## src/verilog/ukls_pkg.sv

```systemverilog
// Shared constants and types for the user K-block and link status block
package ukls_pkg;
  // Lane count and bus widths
  localparam int LANES = 1;
  localparam int LW    = 64 * LANES;
  localparam int PAY_W = 56;
  localparam int BLK_TYPES = 9;
  localparam logic [3:0] K_TOP_NIB = 4'h0;
  // Build options: a simplex build clears one of these
  localparam bit TX_PRESENT = 1'b1;
  localparam bit RX_PRESENT = 1'b1;
  // Reset debounce and reset sequencing, in clock or init-clock ticks
  localparam int DEB_CYCLES   = 6;
  localparam int CLKGEN_TICKS = 4;
  localparam int GT_TICKS     = 4;
  localparam int TICK_W       = 3;
  // Register map (byte addresses)
  localparam logic [7:0] REG_CTRL   = 8'h00;
  localparam logic [7:0] REG_TXLO   = 8'h04;
  localparam logic [7:0] REG_TXHI   = 8'h08;
  localparam logic [7:0] REG_STAT   = 8'h0C;
  localparam logic [7:0] REG_RXLO   = 8'h10;
  localparam logic [7:0] REG_RXHI   = 8'h14;
  localparam logic [7:0] REG_IRQ    = 8'h18;
  localparam logic [7:0] REG_MASK   = 8'h1C;
  // Control fields
  localparam int CTRL_GO       = 0;
  localparam int CTRL_NUM_LO   = 4;
  localparam int CTRL_CORE_RST = 8;
  localparam int CTRL_PMA      = 9;
  localparam int CTRL_PDN      = 10;
  // Interrupt status bits
  localparam int IRQ_RXK  = 0;
  localparam int IRQ_TXD  = 1;
  localparam int IRQ_SOFT = 2;
  localparam int IRQ_HARD = 3;
  localparam int IRQ_BADN = 4;
  localparam int IRQ_W    = 5;
  // Transceiver reset sequencer states
  typedef enum logic [2:0] {RS_PMA, RS_CLKGEN, RS_TX, RS_RX, RS_DONE} ukls_rst_st_t;
endpackage : ukls_pkg

```

## src/verilog/ukls_if.sv

```systemverilog
// Interface joining the device end and the user application end
interface ukls_if;
  import ukls_pkg::*;
  logic                 k_tx_valid;
  logic [LW-1:0]        k_tx_data;
  logic                 k_tx_ready;
  logic                 data_ready;
  logic                 k_rx_valid;
  logic [LW-1:0]        k_rx_data;
  logic                 channel_up;
  logic [LANES-1:0]     lane_up;
  logic                 hard_err;
  logic                 soft_err;
  logic                 core_reset;
  logic                 pma_init;
  logic                 power_down;

  modport dev (
    input  k_tx_valid, k_tx_data, core_reset, pma_init, power_down,
    output k_tx_ready, data_ready, k_rx_valid, k_rx_data,
    output channel_up, lane_up, hard_err, soft_err
  );
  modport app (
    output k_tx_valid, k_tx_data, core_reset, pma_init, power_down,
    input  k_tx_ready, data_ready, k_rx_valid, k_rx_data,
    input  channel_up, lane_up, hard_err, soft_err
  );
endinterface : ukls_if

```

## src/verilog/ukls_dev.sv

```systemverilog
// Device end: user K-block pass-through, link status and reset handling
// Function
// - App asserts valid with block number 0-8
// - Data moves only after ready is given
// - K ready withdraws normal data ready
// - TX word: zero nibble, number, payload
// - App valid only with valid block
// - Ready only when block can be taken
// - RX valid while received block presented
// - RX word: zero nibble, number, data
// - Blocks undecoded; K paths per build direction
// - Channel up after init, both directions
// - Per-lane up bits gate received data
// - Hard error held until core reset
// - Soft error pulses one clock
// - Core reset debounced over six clocks
// - PMA init debounced over six ticks
// - Power-down forwarded to transceiver
// - Init clock runs transceiver reset sequencing
module ukls_dev
  import ukls_pkg::*;
(
  // Clock and reset
  input  wire logic              clk_i,
  input  wire logic              rst_i,
  // User side
  ukls_if.dev                    lk,
  // Lane and transceiver side
  input  wire logic              init_clk_i,
  input  wire logic [LANES-1:0]  lane_ok_i,
  input  wire logic              lane_busy_i,
  input  wire logic              lane_rx_vld_i,
  input  wire logic [LW-1:0]     lane_rx_dat_i,
  input  wire logic              hard_evt_i,
  input  wire logic              soft_evt_i,
  output logic                   lane_tx_vld_o,
  output logic [LW-1:0]          lane_tx_dat_o,
  output logic                   gt_pdn_o,
  output logic                   pcs_pma_rst_o,
  output logic                   clkgen_rst_o,
  output logic                   gt_tx_rst_o,
  output logic                   gt_rx_rst_o
);
  import ukls_pkg::*;

  ////////////////////////////////////////////////////////////////////////////
  // Core reset debounce
  logic [DEB_CYCLES-1:0] deb_reg;
  logic                  core_rst_reg;
  wire                   deb_full = &deb_reg;

  always_ff @(posedge clk_i) begin
    if (rst_i) begin
      deb_reg      <= '0;
      core_rst_reg <= 1'b1;
    end else begin
      deb_reg      <= {deb_reg[DEB_CYCLES-2:0], lk.core_reset};
      core_rst_reg <= deb_full;
    end
  end

  ////////////////////////////////////////////////////////////////////////////
  // Init clock tick and PMA init debounce
  logic                  ic_s1_reg;
  logic                  ic_s2_reg;
  logic                  ic_s3_reg;
  logic [DEB_CYCLES-1:0] pma_sh_reg;
  logic                  pma_rst_reg;
  // Init clock is slower than clk_i, so its rising edge is seen as a tick
  wire                   tick = ic_s2_reg & ~ic_s3_reg;

  always_ff @(posedge clk_i) begin
    if (rst_i) begin
      ic_s1_reg   <= 1'b0;
      ic_s2_reg   <= 1'b0;
      ic_s3_reg   <= 1'b0;
      pma_sh_reg  <= '0;
      pma_rst_reg <= 1'b1;
    end else begin
      ic_s1_reg <= init_clk_i;
      ic_s2_reg <= ic_s1_reg;
      ic_s3_reg <= ic_s2_reg;
      if (tick) begin
        pma_sh_reg  <= {pma_sh_reg[DEB_CYCLES-2:0], lk.pma_init};
        pma_rst_reg <= &{pma_sh_reg[DEB_CYCLES-2:0], lk.pma_init};
      end
    end
  end

  ////////////////////////////////////////////////////////////////////////////
  // Transceiver reset sequencer, stepped by init clock ticks
  ukls_rst_st_t      rs_reg;
  ukls_rst_st_t      rs_next;
  logic [TICK_W-1:0] rcnt_reg;
  logic [TICK_W-1:0] rcnt_next;

  always_comb begin
    rs_next   = rs_reg;
    rcnt_next = rcnt_reg;
    if (tick) begin
      rcnt_next = rcnt_reg + 1'b1;
      case (rs_reg)
        RS_PMA: begin
          rcnt_next = '0;
          if (!pma_rst_reg) rs_next = RS_CLKGEN;
        end
        RS_CLKGEN: begin
          if (rcnt_reg == TICK_W'(CLKGEN_TICKS - 1)) begin
            rs_next   = RS_TX;
            rcnt_next = '0;
          end
        end
        RS_TX: begin
          if (rcnt_reg == TICK_W'(GT_TICKS - 1)) begin
            rs_next   = RS_RX;
            rcnt_next = '0;
          end
        end
        RS_RX: begin
          if (rcnt_reg == TICK_W'(GT_TICKS - 1)) rs_next = RS_DONE;
        end
        RS_DONE: rcnt_next = '0;
        default: rs_next = RS_PMA;
      endcase
      if (pma_rst_reg) rs_next = RS_PMA;
    end
  end

  always_ff @(posedge clk_i) begin
    if (rst_i) begin
      rs_reg        <= RS_PMA;
      rcnt_reg      <= '0;
      pcs_pma_rst_o <= 1'b1;
      clkgen_rst_o  <= 1'b1;
      gt_tx_rst_o   <= 1'b1;
      gt_rx_rst_o   <= 1'b1;
    end else begin
      rs_reg        <= rs_next;
      rcnt_reg      <= rcnt_next;
      // PCS and PMA held in reset
      pcs_pma_rst_o <= (rs_next == RS_PMA);
      clkgen_rst_o  <= (rs_next == RS_PMA) || (rs_next == RS_CLKGEN);
      gt_tx_rst_o   <= (rs_next != RS_RX) && (rs_next != RS_DONE);
      gt_rx_rst_o   <= (rs_next != RS_DONE);
    end
  end

  ////////////////////////////////////////////////////////////////////////////
  // Status outputs
  logic hard_reg;
  logic soft_reg;
  logic soft_prev_reg;
  logic chan_reg;
  logic [LANES-1:0] lane_up_reg;
  logic pdn_reg;
  wire  all_up    = &lane_ok_i;
  wire  chan_next = all_up & ~hard_reg & (rs_reg == RS_DONE);

  always_ff @(posedge clk_i) begin
    if (rst_i || core_rst_reg) begin
      hard_reg      <= 1'b0;
      soft_reg      <= 1'b0;
      soft_prev_reg <= 1'b0;
      chan_reg      <= 1'b0;
      lane_up_reg   <= '0;
    end else begin
      if (hard_evt_i) hard_reg <= 1'b1;
      soft_prev_reg <= soft_evt_i;
      soft_reg      <= soft_evt_i & ~soft_prev_reg;
      chan_reg      <= chan_next;
      lane_up_reg   <= lane_ok_i;
    end
  end

  // Power-down bypasses the core reset so the transceiver can sleep at any time
  always_ff @(posedge clk_i) begin
    if (rst_i) begin
      pdn_reg <= 1'b0;
    end else begin
      pdn_reg <= lk.power_down;
    end
  end

  assign lk.hard_err   = hard_reg;
  assign lk.soft_err   = soft_reg;
  assign lk.channel_up = chan_reg;
  assign lk.lane_up    = lane_up_reg;
  assign gt_pdn_o      = pdn_reg;

  ////////////////////////////////////////////////////////////////////////////
  // Transmit user K path
  logic          krdy_reg;
  logic          drdy_reg;
  logic          txv_reg;
  logic [LW-1:0] txd_reg;
  wire  fire       = lk.k_tx_valid & krdy_reg;
  // ready only when lane can take it
  // ready comes before any data moves
  // Built on chan_next so a hard error drops ready and channel_up on one edge
  wire  krdy_next  = TX_PRESENT & chan_next & lk.k_tx_valid & ~krdy_reg & ~lane_busy_i;
  // normal data ready yields to K ready
  wire  drdy_next  = chan_next & ~lane_busy_i & ~krdy_next;

  always_ff @(posedge clk_i) begin
    if (rst_i || core_rst_reg) begin
      krdy_reg <= 1'b0;
      drdy_reg <= 1'b0;
      txv_reg  <= 1'b0;
      txd_reg  <= '0;
    end else begin
      krdy_reg <= krdy_next;
      drdy_reg <= drdy_next;
      txv_reg  <= fire;
      if (fire) txd_reg <= lk.k_tx_data;
    end
  end

  assign lk.k_tx_ready = krdy_reg;
  assign lk.data_ready = drdy_reg;
  assign lane_tx_vld_o = txv_reg;
  assign lane_tx_dat_o = txd_reg;

  ////////////////////////////////////////////////////////////////////////////
  // Receive user K path
  logic [LW-1:0] rx_fmt;
  logic          rxv_reg;
  logic [LW-1:0] rxd_reg;
  // nothing delivered before all lanes up
  wire           rx_take = RX_PRESENT & lane_rx_vld_i & all_up & chan_reg;

  // zero top nibble on every lane
  for (genvar l = 0; l < LANES; l++) begin : g_rx_lane
    assign rx_fmt[l*64 +: 64] = {K_TOP_NIB, lane_rx_dat_i[l*64 +: 60]};
  end

  always_ff @(posedge clk_i) begin
    if (rst_i || core_rst_reg) begin
      rxv_reg <= 1'b0;
      rxd_reg <= '0;
    end else begin
      rxv_reg <= rx_take;
      if (rx_take) rxd_reg <= rx_fmt;
    end
  end

  assign lk.k_rx_valid = rxv_reg;
  assign lk.k_rx_data  = rxd_reg;

endmodule // ukls_dev

```

## src/flat_wrapper.sv

```systemverilog
// flat-port wrapper written by rule: the top's interface ports become plain ports
module ukls_dev_flat import ukls_pkg::*;
  (clk_i, rst_i, init_clk_i, lane_ok_i, lane_busy_i, lane_rx_vld_i, lane_rx_dat_i, hard_evt_i, soft_evt_i, lane_tx_vld_o, lane_tx_dat_o, gt_pdn_o, pcs_pma_rst_o, clkgen_rst_o, gt_tx_rst_o, gt_rx_rst_o, lk_k_tx_valid, lk_k_tx_data, lk_core_reset, lk_pma_init, lk_power_down, lk_k_tx_ready, lk_data_ready, lk_k_rx_valid, lk_k_rx_data, lk_channel_up, lk_lane_up, lk_hard_err, lk_soft_err);
  ukls_if lk_i ();
  input  wire logic clk_i;
  input  wire logic rst_i;
  input  wire logic init_clk_i;
  input  wire logic [LANES-1:0] lane_ok_i;
  input  wire logic lane_busy_i;
  input  wire logic lane_rx_vld_i;
  input  wire logic [LW-1:0] lane_rx_dat_i;
  input  wire logic hard_evt_i;
  input  wire logic soft_evt_i;
  output logic lane_tx_vld_o;
  output logic [LW-1:0] lane_tx_dat_o;
  output logic gt_pdn_o;
  output logic pcs_pma_rst_o;
  output logic clkgen_rst_o;
  output logic gt_tx_rst_o;
  output logic gt_rx_rst_o;
  input wire logic [$bits(lk_i.k_tx_valid)-1:0] lk_k_tx_valid;
  input wire logic [$bits(lk_i.k_tx_data)-1:0] lk_k_tx_data;
  input wire logic [$bits(lk_i.core_reset)-1:0] lk_core_reset;
  input wire logic [$bits(lk_i.pma_init)-1:0] lk_pma_init;
  input wire logic [$bits(lk_i.power_down)-1:0] lk_power_down;
  output wire logic [$bits(lk_i.k_tx_ready)-1:0] lk_k_tx_ready;
  output wire logic [$bits(lk_i.data_ready)-1:0] lk_data_ready;
  output wire logic [$bits(lk_i.k_rx_valid)-1:0] lk_k_rx_valid;
  output wire logic [$bits(lk_i.k_rx_data)-1:0] lk_k_rx_data;
  output wire logic [$bits(lk_i.channel_up)-1:0] lk_channel_up;
  output wire logic [$bits(lk_i.lane_up)-1:0] lk_lane_up;
  output wire logic [$bits(lk_i.hard_err)-1:0] lk_hard_err;
  output wire logic [$bits(lk_i.soft_err)-1:0] lk_soft_err;
  assign lk_i.k_tx_valid = lk_k_tx_valid;
  assign lk_i.k_tx_data = lk_k_tx_data;
  assign lk_i.core_reset = lk_core_reset;
  assign lk_i.pma_init = lk_pma_init;
  assign lk_i.power_down = lk_power_down;
  assign lk_k_tx_ready = lk_i.k_tx_ready;
  assign lk_data_ready = lk_i.data_ready;
  assign lk_k_rx_valid = lk_i.k_rx_valid;
  assign lk_k_rx_data = lk_i.k_rx_data;
  assign lk_channel_up = lk_i.channel_up;
  assign lk_lane_up = lk_i.lane_up;
  assign lk_hard_err = lk_i.hard_err;
  assign lk_soft_err = lk_i.soft_err;
  ukls_dev u_core (.clk_i(clk_i), .rst_i(rst_i), .lk(lk_i), .init_clk_i(init_clk_i), .lane_ok_i(lane_ok_i), .lane_busy_i(lane_busy_i), .lane_rx_vld_i(lane_rx_vld_i), .lane_rx_dat_i(lane_rx_dat_i), .hard_evt_i(hard_evt_i), .soft_evt_i(soft_evt_i), .lane_tx_vld_o(lane_tx_vld_o), .lane_tx_dat_o(lane_tx_dat_o), .gt_pdn_o(gt_pdn_o), .pcs_pma_rst_o(pcs_pma_rst_o), .clkgen_rst_o(clkgen_rst_o), .gt_tx_rst_o(gt_tx_rst_o), .gt_rx_rst_o(gt_rx_rst_o));
endmodule
```

## config.mk

```make
export PLATFORM = sky130hd
export DESIGN_NAME = ukls_dev_flat
export DESIGN_NICKNAME = d
export VERILOG_FILES = /design/src/verilog/ukls_pkg.sv /design/src/verilog/ukls_if.sv /design/src/verilog/ukls_dev.sv /design/src/flat_wrapper.sv
export SDC_FILE = /design/constraint.sdc
export NUM_CORES = 1
export LEC_CHECK = 0
export CAP_MARGIN = 20
export CORE_MARGIN = 5
export CORE_UTILIZATION = 40
export CTS_CLUSTER_SIZE = 8
export DETAILED_ROUTE_END_ITERATION = 12
export DONT_BUFFER_PORTS = 1
export REMOVE_ABC_BUFFERS = 1
export SYNTH_ARGS = -nofsm -noshare
export SYNTH_HDL_FRONTEND = slang
export SYNTH_SLANG_ARGS = --single-unit
export TNS_END_PERCENT = 30
```

## constraint.sdc

```tcl
create_clock -name clk_i -period 1.3 [get_ports clk_i]
set_input_delay 0.065 -clock clk_i [delete_from_list [all_inputs] [get_ports clk_i]]
set_output_delay 0.065 -clock clk_i [all_outputs]
set_load 0.02 [all_outputs]
```

# Word-level counts from Yosys, hierarchy flattened
# Index checks and enable logic that the tools add are counted.
# totals
regBits	160
latch_bits	0
ram_bits	0
mem_bits_ro	0
in_bits	140
out_inout_bits	141
elab_cells	69
memories	0
# op_classes
add_sub_neg	1
n_mul	0
div_mod_pow	0
n_lt_le_gt_ge	0
eq_ne	8
shifts	0
n_mux	8
n_bitwise	18
reduce_logical	9
# op_table
op	count
3-bit two-way mux	6
3-bit one-hot mux with 5 select lines	1
1-bit AND	12
6-bit AND reduction	2
3-bit by 2-bit equality test with 1-bit output, second input constant	3
3-bit by 1-bit equality test with 1-bit output, second input constant	2
3-bit logical NOT	2
1-bit inverter	6
3-bit one-hot mux with 2 select lines	1
2-bit OR reduction	2
3-bit by 1-bit adder with 3-bit output, second input constant	1
3-bit equality test, second input constant	1
3-bit by 2-bit inequality test with 1-bit output, second input constant	1
3-bit inequality test, second input constant	1
1-bit logical OR	2
1-bit logical AND	1

# Logic depth before layout (Yosys ltp)
# logic_depth
depth_word	8
ltp_mapped	6
ltp_nobuf	6

# Least setup slack after synthesis
# No wires, ideal clock.
# synth_timing
kind	register to register
startpoint	register u_core.rcnt_reg[0]
endpoint	register u_core.rcnt_reg[1]
setup_time_ps	70
arrival_time_ps	1218
required_ps	1230
setup_slack_ps	12
path_stages_with_launch	7
path_buffers	0
period_less_slack_ps	1288
path_cell_list	dfxtp_1 > ha_1 > ha_1 > nor2b_1 > o21ai_0 > nand3_1 > a21oi_1
# synth_between
elab_chain_len	3
# synth_rtl
element	line	rtl
from (decl)	ukls_dev.sv:94	logic [TICK_W-1:0] rcnt_reg;
from (signal assigned)	ukls_dev.sv:139	rcnt_reg <= rcnt_next;
3-bit by 1-bit adder with 3-bit output or 3-bit by 2-bit equality test with 1-bit output (tied branches)	ukls_dev.sv:101, ukls_dev.sv:108, ukls_dev.sv:114	
3-bit two-way mux	ukls_dev.sv:108, ukls_dev.sv:114	
3-bit one-hot mux with 2 select lines *	ukls_dev.sv:102	case (rs_reg)
# Mark *: on every way between the ends. The rest lies on a longest branch, timed or not.
# A chain may end at the register's enable or synchronous reset.

# Worst setup path after layout
# Same ends and word-level chain as after synthesis.

==> reports/qor.yml <==
clock_network:
  clockBufferDepth: 2
  hold_buffers: 141
  htreeDepth: 4
  clock_latency_ns: 0.42
  cts.sinks: 160
  path_clk_slew_ns: 0.06
  post-cts-setup-buffer-count: 0
  cts_tree: "yes"
  cts_made_buffers: 17
  cts.root.buffer_cell: "clkbuf_16"
floorplan:
  fp.dieH_um: 128.7
  core-area_sq_mm: 0.01383
  die-area_sq_mm: 0.01656
  io_pins: 281
  initial_utilization: 0.4074
  die_w_um: 128.7
  rows: 43
grt:
  gr-usage-all-layers: 0.1895
  grt.overflow.total: 0
  grt_pass1_vias: 4969
  grt_max_degree: 83
  grt_pass1_wl_mm: 25.23
  grt_antenna_before_repair: 0
synth:
  synth_area_leaders: "dfxtp_1 57%, nand2_1 18%, a21oi_1 12%"
  async_flop_share: 0
  synth_largest_type_area_fraction: 0.5686
  avgSynthCellArea_sq_um: 8.152
  synth_common_cells: "268 x nand2_1, 160 x dfxtp_1, 139 x a21oi_1, 16 x buf_2, 15 x clkbuf_1"
  synth_cells: 691
  synth_edf_count: 0
  ys_dominant_reg_cell: "dfxtp_1"
  ys_warn_count: 0
  synth_cell_types: 35
  synth_top_area_cell: "dfxtp_1"
  ys_seq_elements: 160
  yosysMostFrequentCell: "nand2_1"
  syn-cell-area_sq_mm: 0.005633
  ys_seq_area_frac: 0.5686
power_and_ir_drop:
  max-vdd-ir-drop_mv: 0.7529
  combPwrFrac: 0.051
  p_leak_nw: 2.636
  p_int_mw: 7.941
  power_frac_clock: 0.456
  powerDensity_mw_per_mm2: 1287
  swShare: 0.2096
  pwr-share-seq: 0.493
  p_sw_mw: 2.105
  p_total_mw: 10.05
sta:
  drv_slew: 0
  post-route-period-util: 0.9909
  timing.final.hold_violations: 21
  max_freq_ghz: 0.7763
  clock_skew_ns: 0.008118
  fin_ws_ns: 0.01189
  post-route-min-period_ns: 1.288
  setup-tns-final_ns: 0
  hold_ws_ns: -0.2880
  rsz0062_at_grt: "yes"
  setup_viol: 0
worst_setup_path:
  worstSetupStartpointType: "flip-flop"
  cp_max_fo: 4
  cp_num_buf_inv: 0
  crit_path_frequent_cell: "ha_4"
  slowest_delay_ns: 0.33
  endpoint_kind: "flip-flop"
  critPathArrivalTime_ns: 1.63
  slowest_stage: "dfxtp_2"
  path_cells: "ha_4 > ha_4 > nor2b_1 > o21ai_1 > nand3_1 > a21oi_2"
  critical_path.top_delay_family: "flip-flops"
  worstPathRequired_ns: 1.64
  critPathKind: "reg2reg"
placed_design:
  dp.cells: 838
  io_buffers: 0
  gp_congestion: 0.8529
  placed_cell_area_sq_mm: 0.005813
  pre_cts_ws_ns: -0.1492
  post-dp-hpwl_mm: 10.34
finish:
  antenna_cells: 0
  nNetsFinal: 961
  drive_gt1_frac: 0.07581
  final_cells: 1011
  largest_reg_flops: 64
  fill_cells: 1163
  utilization: 0.5644
  area_growth_pct: 38.54
  final_area_sq_mm: 0.007804
route:
  wirelength_mm: 16.41
  drc: 0
  drt_pass1_iterations: 5
  vias: 5128
  ant_nets: 0
  routed_via_density: 5.072
  routedWlPerCell_um: 16.24
  drt-initial-drc-count: 314
outcome:
  violations: "hold timing"
  status: "finished with violations"
job:
  drv_cap: 0
worst_hold_path:
  hold_path.class: "in2reg"
[final timing paths]
path	start	to	slack (ns)	cells past startpoint
min	rst_i	u_core.rs_reg[2]	-0.29	1
max reg2reg	u_core.rcnt_reg[0]	u_core.rcnt_reg[1]	0.01	6
max	u_core.rcnt_reg[0]	u_core.rcnt_reg[1]	0.01	6
min reg2reg	u_core.soft_prev_reg	u_core.lk.soft_err	0.39	1
[cell usage in the layout (no fill, tap or decap), drive strengths merged, types with 3 or more instances in the layout]
master / count
nand2: 268
dfxtp: 160
dlygate4sd3: 141
a21oi: 139
clkbuf: 23
buf: 17
nor2b: 13
nor2: 13
nand3: 6
inv: 5
nor3: 4
conb: 4
o21ai: 4
clkinv: 4
clkinvlp: 3
nand2b: 3
and2: 3
ha: 3
[power groups by stage]
stage	Clock, mW	Combinational, mW	Sequential [mW]
5_1_grt	4.91	0.546	4.95
4_1_cts	4.68	0.507	4.95
2_1_floorplan	0	0.105	5.06
3_5_place_dp	0	0.164	5.06
3_3_place_gp	0	0.159	5.06
6_report	4.58	0.515	4.95
[layout make-up]
type | instances | area, sq um | area share
multi-input combinational | 477 | 2198 | 0.2817
clock inverter | 9 | 85.08 | 0.01090
inverter | 4 | 15.01 | 0.001924
clock buffer | 23 | 457.9 | 0.05868
sequential | 160 | 3208 | 0.4111
tap | 180 | 225.2 | 0.02886
timing repair buffer | 158 | 1614 | 0.2068
[logic make-up (layout without fill, tap and decap cells)]
kind of cell             Yosys count  in the layout  synth area share
other                              1              4         0.0006657
buffers and inverters             57            194           0.05087
AO/OA/AOI/OAI                    151            151            0.1379
adder cells (fa/ha/maj)            3              3          0.006664
AND/OR/NAND/NOR                  319            319            0.2352
flip-flops                       160            160            0.5686
[timing repair]
item / 4_1_cts / 5_1_grt
pin swaps: 5 / 3
resized for setup: 8 / 3
endpoints found under the setup margin: 5 / 7
hold endpoints to repair: 158 / 21
[metal layers]
metal / share of wire / vias to the layer above / routed length, um / track usage
met1: 0.36 / 2347 / 5986 / 0.2133
met4: 0.027 / 0 / 439 / 0.08462
met3: 0.11 / 41 / 1737 / 0.07098
li1: - / 2475 / - / -
met2: 0.50 / 265 / 8250 / 0.3198
met5: 0 / - / 0 / 0
Power figures use the tool's default switching activity.
